### src/pmseq_params.svh
// offsets, field positions and reset values of the sequencer
`ifndef PMSEQ_PARAMS_SVH
`define PMSEQ_PARAMS_SVH

// ------------------------------------------------------------------
// register offsets
// ------------------------------------------------------------------
`define PMSEQ_ADDR_ENABLE   3'h0
`define PMSEQ_ADDR_STATUS   3'h1
`define PMSEQ_ADDR_BUCK_V   3'h2
`define PMSEQ_ADDR_LIN1_V   3'h3
`define PMSEQ_ADDR_LIN2_V   3'h4

// ------------------------------------------------------------------
// enable register fields
// ------------------------------------------------------------------
`define PMSEQ_EN_BUCK       0
`define PMSEQ_EN_LIN1       1
`define PMSEQ_EN_LIN2       2
`define PMSEQ_EN_SEQINH     4
`define PMSEQ_EN_RESTART    5

// ------------------------------------------------------------------
// status register fields
// ------------------------------------------------------------------
`define PMSEQ_ST_GOOD_LSB   0
`define PMSEQ_ST_LOWIN      3
`define PMSEQ_ST_OVERTEMP   4
`define PMSEQ_ST_IRQ_EN     7

// ------------------------------------------------------------------
// reset and default values
// ------------------------------------------------------------------
`define PMSEQ_ENABLE_POR    8'h20
`define PMSEQ_DEF_SUPPLIES  3'h7
`define PMSEQ_NOSEQ_SUPPLY  3'h1
`define PMSEQ_BUCK_V_DEF    8'h10
`define PMSEQ_LIN1_V_DEF    8'h14
`define PMSEQ_LIN2_V_DEF    8'h14

`endif

### src/pmseq_pkg.sv
// types shared by the power sequencer
package pmseq_pkg;

    typedef enum logic [1:0] {
        PMSEQ_IDLE,
        PMSEQ_ON,
        PMSEQ_FAULT
    } pmseq_state_t;

    typedef struct packed {
        logic [2:0] addr;
        logic [7:0] wdata;
        logic       wr;
        logic       rd;
    } pmseq_bus_req_t;

    typedef struct packed {
        logic [7:0] buck;
        logic [7:0] lin1;
        logic [7:0] lin2;
    } pmseq_volt_t;

endpackage

### src/pmseq_ctrl.sv
// control logic of a three-output power sequencer with fault handling
//
// How it works
// - power-on reset loads every register default
// - enable high at power-on starts default
// - default startup reloads voltages, enables, restart bit
// - enable rising edge, or fault gone with restart bit set, triggers startup
// - enable falling edge turns everything off
// - falling edge ignored after register shutdown
// - enable bits switch supplies, sequenced in order
// - no-sequence variant: inhibit zero, one supply
// - voltage write applies at once when on
// - fault: outputs off, flag set, defaults reloaded
// - fault clears inhibit, keeps restart bit
// - fault gone: restart only if bit set
// - fault flags cleared only by reset or write-one
// - shutdown accepted any time, even in fault
// - power-on reset clears fault flags
// - power-good flags follow hysteresis comparators
// - interrupt low when enabled and flag set
// - write-one clears flag unless fault persists
// - interrupt independent of restart bit, off by default
// - each power-good enables next supply
`include "pmseq_params.svh"
`timescale 1ns/1ps

module pmseq_ctrl #(
    parameter bit SEQ_ENABLED = 1'b1
) (
    // clock and reset
    input  wire logic                     clk_i,
    input  wire logic                     sys_rst_i,
    // register port
    input  wire logic [2:0]               reg_addr_i,
    input  wire logic [7:0]               reg_wdata_i,
    input  wire logic                     reg_wr_i,
    input  wire logic                     reg_rd_i,
    output logic      [7:0]               reg_rdata_o,
    // enable pin and analog monitors (asynchronous)
    input  wire logic                     enable_pin_i,
    input  wire logic                     overtemp_i,
    input  wire logic                     low_input_i,
    input  wire logic [2:0]               power_good_i,
    // supply controls
    output logic                          buck_on_o,
    output logic                          first_linear_on_o,
    output logic                          second_linear_on_o,
    output logic                          bias_on_o,
    output pmseq_pkg::pmseq_volt_t        volt_o,
    output logic                          fault_irq_n_o
);

    // ------------------------------------------------------------------
    // input synchronisers
    // ------------------------------------------------------------------
    logic [5:0] sync1_q;
    logic [5:0] sync2_q;
    logic       en_prev_q;
    logic       first_q;

    always_ff @(posedge clk_i) begin
        sync1_q <= {power_good_i, low_input_i, overtemp_i, enable_pin_i};
        sync2_q <= sync1_q;
    end

    wire       en_s   = sync2_q[0];
    wire       ot_s   = sync2_q[1];
    wire       lv_s   = sync2_q[2];
    wire [2:0] good_s = sync2_q[5:3];

    always_ff @(posedge clk_i) begin
        if (sys_rst_i) begin
            en_prev_q <= 1'b0;
            first_q   <= 1'b1;
        end else begin
            en_prev_q <= en_s;
            first_q   <= 1'b0;
        end
    end

    // first cycle after reset sees a level as an edge: hot enable
    wire en_rise = en_s & (~en_prev_q | first_q);
    wire en_fall = ~en_s & en_prev_q & ~first_q;

    // ------------------------------------------------------------------
    // registers
    // ------------------------------------------------------------------
    pmseq_pkg::pmseq_bus_req_t req;
    assign req = '{addr: reg_addr_i, wdata: reg_wdata_i, wr: reg_wr_i, rd: reg_rd_i};

    logic [2:0]              supply_q;
    logic                    seqinh_q;
    logic                    restart_q;
    logic                    irq_en_q;
    logic                    ot_flag_q;
    logic                    lv_flag_q;
    logic                    pin_started_q;
    logic                    fault_shut_q;
    pmseq_pkg::pmseq_volt_t  volt_q;
    pmseq_pkg::pmseq_state_t state_q;
    pmseq_pkg::pmseq_state_t state_d;
    logic [7:0]              rdata_q;

    function automatic logic hit(input logic [2:0] a, input logic [2:0] target);
        hit = (a == target);
    endfunction

    wire wr_en  = req.wr & hit(req.addr, `PMSEQ_ADDR_ENABLE);
    wire wr_st  = req.wr & hit(req.addr, `PMSEQ_ADDR_STATUS);
    wire wr_bv  = req.wr & hit(req.addr, `PMSEQ_ADDR_BUCK_V);
    wire wr_l1  = req.wr & hit(req.addr, `PMSEQ_ADDR_LIN1_V);
    wire wr_l2  = req.wr & hit(req.addr, `PMSEQ_ADDR_LIN2_V);

    wire fault_now  = ot_s | lv_s;
    wire fault_set  = fault_now & (state_q != pmseq_pkg::PMSEQ_FAULT);
    wire fault_gone = ~fault_now & (state_q == pmseq_pkg::PMSEQ_FAULT);
    wire do_start   = (en_rise & ~fault_now)
                    | (fault_gone & restart_q & ~fault_shut_q);
    wire all_off_wr = wr_en & (req.wdata[2:0] == 3'h0);
    wire [2:0] def_supplies = SEQ_ENABLED ? `PMSEQ_DEF_SUPPLIES
                                          : `PMSEQ_NOSEQ_SUPPLY;

    // ------------------------------------------------------------------
    // state machine
    // ------------------------------------------------------------------
    always_comb begin
        state_d = state_q;
        case (state_q)
            pmseq_pkg::PMSEQ_IDLE: begin
                if (fault_now) begin
                    state_d = pmseq_pkg::PMSEQ_FAULT;
                end else if (do_start || (wr_en && !all_off_wr)) begin
                    state_d = pmseq_pkg::PMSEQ_ON;
                end
            end
            pmseq_pkg::PMSEQ_ON: begin
                if (fault_now) begin
                    state_d = pmseq_pkg::PMSEQ_FAULT;
                end else if ((en_fall && pin_started_q) || all_off_wr) begin
                    state_d = pmseq_pkg::PMSEQ_IDLE;
                end
            end
            pmseq_pkg::PMSEQ_FAULT: begin
                if (fault_gone && restart_q && !fault_shut_q) begin
                    state_d = pmseq_pkg::PMSEQ_ON;
                end else if (fault_gone) begin
                    state_d = pmseq_pkg::PMSEQ_IDLE;
                end
            end
            default: state_d = pmseq_pkg::PMSEQ_IDLE;
        endcase
    end

    always_ff @(posedge clk_i) begin
        if (sys_rst_i) begin
            state_q <= pmseq_pkg::PMSEQ_IDLE;
        end else begin
            state_q <= state_d;
        end
    end

    // ------------------------------------------------------------------
    // enable register
    // ------------------------------------------------------------------
    always_ff @(posedge clk_i) begin
        if (sys_rst_i) begin
            supply_q  <= 3'h0;
            seqinh_q  <= 1'b0;
            restart_q <= 1'b1;
        end else if (fault_set) begin
            supply_q  <= 3'h0;
            seqinh_q  <= 1'b0;
        end else if (do_start) begin
            supply_q  <= def_supplies;
            seqinh_q  <= 1'b0;
            restart_q <= 1'b1;
        end else if (en_fall && pin_started_q) begin
            supply_q  <= 3'h0;
        end else if (wr_en) begin
            supply_q  <= req.wdata[2:0];
            seqinh_q  <= SEQ_ENABLED & req.wdata[`PMSEQ_EN_SEQINH];
            restart_q <= req.wdata[`PMSEQ_EN_RESTART];
        end
    end

    // remembers whether the pin owns the current run
    always_ff @(posedge clk_i) begin
        if (sys_rst_i) begin
            pin_started_q <= 1'b0;
        end else if (en_rise && !fault_now) begin
            pin_started_q <= 1'b1;
        end else if (all_off_wr || en_fall) begin
            pin_started_q <= 1'b0;
        end
    end

    // a host shutdown while the fault holds cancels the automatic restart;
    // bias stays up until the fault clears, since the monitors need it
    always_ff @(posedge clk_i) begin
        if (sys_rst_i) begin
            fault_shut_q <= 1'b0;
        end else if (state_q != pmseq_pkg::PMSEQ_FAULT) begin
            fault_shut_q <= 1'b0;
        end else if (en_fall || all_off_wr) begin
            fault_shut_q <= 1'b1;
        end
    end

    // ------------------------------------------------------------------
    // voltage registers
    // ------------------------------------------------------------------
    wire reload_v = fault_set | do_start;

    always_ff @(posedge clk_i) begin
        if (sys_rst_i || reload_v) begin
            volt_q.buck <= `PMSEQ_BUCK_V_DEF;
            volt_q.lin1 <= `PMSEQ_LIN1_V_DEF;
            volt_q.lin2 <= `PMSEQ_LIN2_V_DEF;
        end else begin
            if (wr_bv) volt_q.buck <= req.wdata;
            if (wr_l1) volt_q.lin1 <= req.wdata;
            if (wr_l2) volt_q.lin2 <= req.wdata;
        end
    end

    assign volt_o = volt_q;

    // ------------------------------------------------------------------
    // status, fault flags and interrupt
    // ------------------------------------------------------------------
    always_ff @(posedge clk_i) begin
        if (sys_rst_i) begin
            ot_flag_q <= 1'b0;
            lv_flag_q <= 1'b0;
            irq_en_q  <= 1'b0;
        end else begin
            // set wins over a write-one clear while the fault persists
            ot_flag_q <= ot_s | (ot_flag_q & ~(wr_st & req.wdata[`PMSEQ_ST_OVERTEMP]));
            lv_flag_q <= lv_s | (lv_flag_q & ~(wr_st & req.wdata[`PMSEQ_ST_LOWIN]));
            if (wr_st) irq_en_q <= req.wdata[`PMSEQ_ST_IRQ_EN];
        end
    end

    assign fault_irq_n_o = ~(irq_en_q & (ot_flag_q | lv_flag_q));

    // ------------------------------------------------------------------
    // supply drive and sequencing
    // ------------------------------------------------------------------
    // downstream supply waits on the power-good of the nearest enabled upstream one
    wire seq_on = SEQ_ENABLED & ~seqinh_q;
    wire run    = (state_q == pmseq_pkg::PMSEQ_ON);
    wire [2:0] drive;
    assign drive[0] = run & supply_q[0];
    assign drive[1] = run & supply_q[1] & (~seq_on | ~supply_q[0] | good_s[0]);
    assign drive[2] = run & supply_q[2] & (~seq_on
                      | (supply_q[1] ? good_s[1] : (~supply_q[0] | good_s[0])));

    logic [2:0] drive_q;
    always_ff @(posedge clk_i) begin
        if (sys_rst_i) begin
            drive_q <= 3'h0;
        end else begin
            drive_q <= drive & {3{~fault_now}};
        end
    end

    assign buck_on_o          = drive_q[0];
    assign first_linear_on_o  = drive_q[1];
    assign second_linear_on_o = drive_q[2];
    assign bias_on_o          = (state_q != pmseq_pkg::PMSEQ_IDLE);

    // ------------------------------------------------------------------
    // read port
    // ------------------------------------------------------------------
    wire [7:0] en_word = {2'h0, restart_q, seqinh_q, 1'b0, supply_q};
    wire [7:0] st_word = {irq_en_q, 2'h0, ot_flag_q, lv_flag_q, good_s};
    logic [7:0] rd_mux;
    always_comb begin
        if (hit(req.addr, `PMSEQ_ADDR_ENABLE))      rd_mux = en_word;
        else if (hit(req.addr, `PMSEQ_ADDR_STATUS)) rd_mux = st_word;
        else if (hit(req.addr, `PMSEQ_ADDR_BUCK_V)) rd_mux = volt_q.buck;
        else if (hit(req.addr, `PMSEQ_ADDR_LIN1_V)) rd_mux = volt_q.lin1;
        else if (hit(req.addr, `PMSEQ_ADDR_LIN2_V)) rd_mux = volt_q.lin2;
        else                                        rd_mux = 8'h00;
    end

    always_ff @(posedge clk_i) begin
        if (sys_rst_i) begin
            rdata_q <= 8'h00;
        end else begin
            rdata_q <= req.rd ? rd_mux : 8'h00;
        end
    end

    assign reg_rdata_o = rdata_q;
endmodule // pmseq_ctrl

### config.mk
export PLATFORM = sky130hd
export DESIGN_NAME = pmseq_ctrl
export DESIGN_NICKNAME = d
export VERILOG_FILES = /design/src/pmseq_pkg.sv /design/src/pmseq_ctrl.sv
export VERILOG_INCLUDE_DIRS = /design/src
export SDC_FILE = /design/constraint.sdc
export NUM_CORES = 1
export LEC_CHECK = 0
export ABC_AREA = 0
export BUFFER_PORTS_ARGS = -buffer_cell sky130_fd_sc_hd__buf_2
export CORE_MARGIN = 2
export CORE_UTILIZATION = 50
export CTS_CLUSTER_DIAMETER = 80
export DETAILED_ROUTE_END_ITERATION = 8
export PLACE_DENSITY = 0.76
export SLEW_MARGIN = 20
export SYNTH_ARGS = -nofsm -noshare
export SYNTH_HDL_FRONTEND = slang
export SYNTH_SLANG_ARGS = --single-unit
### constraint.sdc
create_clock -name clk_i -period 4.2 [get_ports clk_i]
set_input_delay 0.84 -clock clk_i [delete_from_list [all_inputs] [get_ports clk_i]]
set_output_delay 0.84 -clock clk_i [all_outputs]
set_load 0.005 [all_outputs]
==> results.json <==
{
  "synth_top_area_share_pct": 50.70,
  "leakage_nw": 1.204,
  "grt-ovfl-total": 0,
  "maxSlewHeadroom_pct": 52.43,
  "cp_max_fo": 20,
  "boundaryPins": 58,
  "synth-main-ff-cell": "dfxtp_1",
  "ys_ff_latch": 61,
  "cp_cell_sequence": "buf_2, nor4b_4, nand2_1, nor3b_1, o211ai_1",
  "critPathMaxStageDelay_ns": 0.59,
  "path_delay_family": "simple AND/OR/NAND/NOR gates",
  "track_usage_pct": 21.30,
  "num_vias": 2065,
  "antenna_found_initial": 0,
  "setup_slack_ns": 2.210,
  "fmax_mhz": 502.5,
  "synth_top_area_cell": "dfxtp_1",
  "rsz0062_at_grt": "false",
  "antenna_left": 0,
  "synthTopCellsByCount": "dfxtp_1, nand2_1, a21oi_1",
  "finalCoreUtilization_pct": 61.12,
  "cp_slowest_cell": "nor4b_4",
  "cts_tree": "yes",
  "routedWlPerCell_um": 14.65,
  "holdBufCountCts": 0,
  "postSynth.asyncResetShare_pct": 0,
  "synth_edf_count": 0,
  "dp_hpwl_mm": 3.907,
  "initial_core_util_pct": 51.33,
  "diodes": 0,
  "cts.sinks": 61,
  "worst_slew_pin_slew_ns": 0.7118,
  "max-cap-violations": 0,
  "synthToLayoutAreaGrowth_pct": 19.06,
  "drive_gt1_share_pct": 26.40,
  "worstSetupStartpoint": "reg_addr_i[0]",
  "routed_via_density": 5.492,
  "rows": 25,
  "drt-pass1-iter-count": 4,
  "seq_area_frac_synth_pct": 50.70,
  "die_area_um2": 5388,
  "wl_mm": 5.508,
  "grt_pass1_vias": 1851,
  "reg2reg_slack_ns": 2.40,
  "power_density_nw_per_um2": 403.0,
  "clockBufferDepth": 2,
  "core_area_um2": 4692,
  "final-hold-violation-count": 0,
  "grt_max_degree": 21,
  "ys.warnings.count": 0,
  "hold_start": "sync1_q[2]$_DFF_P_",
  "setup_violations": 0,
  "die_width_um": 73.41,
  "clk-insertion-delay-late_ns": 0.33,
  "status": "completed",
  "slew_violations": 0,
  "portBuffers": 57,
  "netlist_area_um2": 2409,
  "synth_fp_nets": 283,
  "synth.distinct_cells": 43,
  "place_congestion": 0.8536,
  "r2r_start": "state_q[0]$_SDFFE_PP0P_",
  "grt_pass1_wl_mm": 8.562,
  "nets": 339,
  "critical_path_buf_inv_count": 1,
  "drtIter0Drc": 158,
  "clk_pin_slew_worst_paths_ns": 0.06,
  "h-tree-depth": 3,
  "die_height_um": 73.41,
  "post_cts_resized": 0,
  "tns_ns": 0,
  "post-route-period-util_pct": 47.38,
  "worstPathArrival_ns": 2.19,
  "synthTopCellsByArea": "dfxtp_1, nand2_1, mux2i_1, a21oi_1, nand3_1",
  "finClkSkew_ns": 0.005381,
  "min_path_cells": 0,
  "whs_endpoint": "sync2_q[2]$_DFF_P_",
  "worstHoldPathType": "flip-flop to flip-flop",
  "drcViolationCount": 0,
  "cts.root.buffer_cell": "clkbuf_8",
  "reg2reg_depth": 4,
  "critPathKind": "input port to flip-flop",
  "critical_path_required_ns": 4.40,
  "r2r-end": "volt_o[17]$_SDFFE_PP0P_",
  "endpoint_kind": "flip-flop",
  "startpoint_type": "input port",
  "pre_cts_ws_ns": 1.875,
  "peakVddDrop_v": 0.0003131,
  "yosysMostFrequentCell": "dfxtp_1",
  "synthCells": 262,
  "numCtsBuffers": 9,
  "fin_crit_ns": 1.990,
  "post-cts-setup-buffer-count": 0,
  "avgSynthCellArea_um2": 9.193
}
cell usage in the layout (no fill, tap or decap), drive strengths merged, types with 7 or more instances in the layout:
cell    count
mux2i      13
dfxtp      61
nand2      57
clkbuf     14
o21ai       7
a21oi      25
nand3      12
buf        57
nor2       13
sequential cells by signal, indices dropped and copies added, names as in the netlist, 2 cells and up:
name / cells
sync1_q: 6
reg_rdata_o: 8
drive_q: 3
volt_o: 24
state_q: 2
supply_q: 3
sync2_q: 6
metrics by stage:
step	hold slack [ns]	instances	cell area, µm²	power [mW]
floorplan	0.3096	262	2409	0.6746
global placement	0.3105	361	2690	0.7041
detailed placement	0.3138	361	2690	0.7055
CTS	0.3279	376	2868	1.166
global route	0.3293	376	2868	1.203
finish	0.3253	376	2868	1.156
power breakdown:
group	total, mW	internal, mW	switching [mW]
registers	0.606	0.595	0.0113
clock network	0.462	0.259	0.204
logic	0.0876	0.0362	0.0514
total	1.16	0.889	0.266
final cells by class:
cell class / count / area, µm²
Clock buffer: 14 / 172.7
Clock inverter: 1 / 5.005
Fill cell: 415 / 1824
Inverter: 5 / 18.77
Multi-Input combinational cell: 184 / 1097
Sequential cell: 61 / 1221
Tap cell: 54 / 67.56
Timing Repair Buffer: 57 / 285.3
cell families after synthesis:
logic type	after synthesis	synth area share, %
AO/OA/AOI/OAI	56	15.38
buffers and inverters	17	3.740
flip-flops	61	50.70
multiplexers	16	6.805
AND/OR/NAND/NOR	112	23.38
how the worst max path moves through the flow:
stage / end / slack [ns] / cells after the start
2_1_floorplan: supply_q[0]$_SDFFE_PP0P_ / 2.26 / 5
3_3_place_gp: supply_q[0]$_SDFFE_PP0P_ / 1.93 / 5
3_5_place_dp: restart_q$_SDFFE_PP1P_ / 1.87 / 5
4_1_cts: restart_q$_SDFFE_PP1P_ / 2.20 / 5
5_1_grt: restart_q$_SDFFE_PP1P_ / 2.12 / 5
6_report: restart_q$_SDFFE_PP1P_ / 2.21 / 5
per-layer routing:
layer | track usage (%) | vias to the layer above | part of all wire [%]
met5 | 0 | - | 0
met3 | 5.761 | 13 | 6.2
met1 | 27.50 | 960 | 46
li1 | - | 1023 | -
met2 | 31.93 | 69 | 46
met4 | 12.32 | 0 | 2.1
No activity file was read; power rests on OpenSTA's default activity.
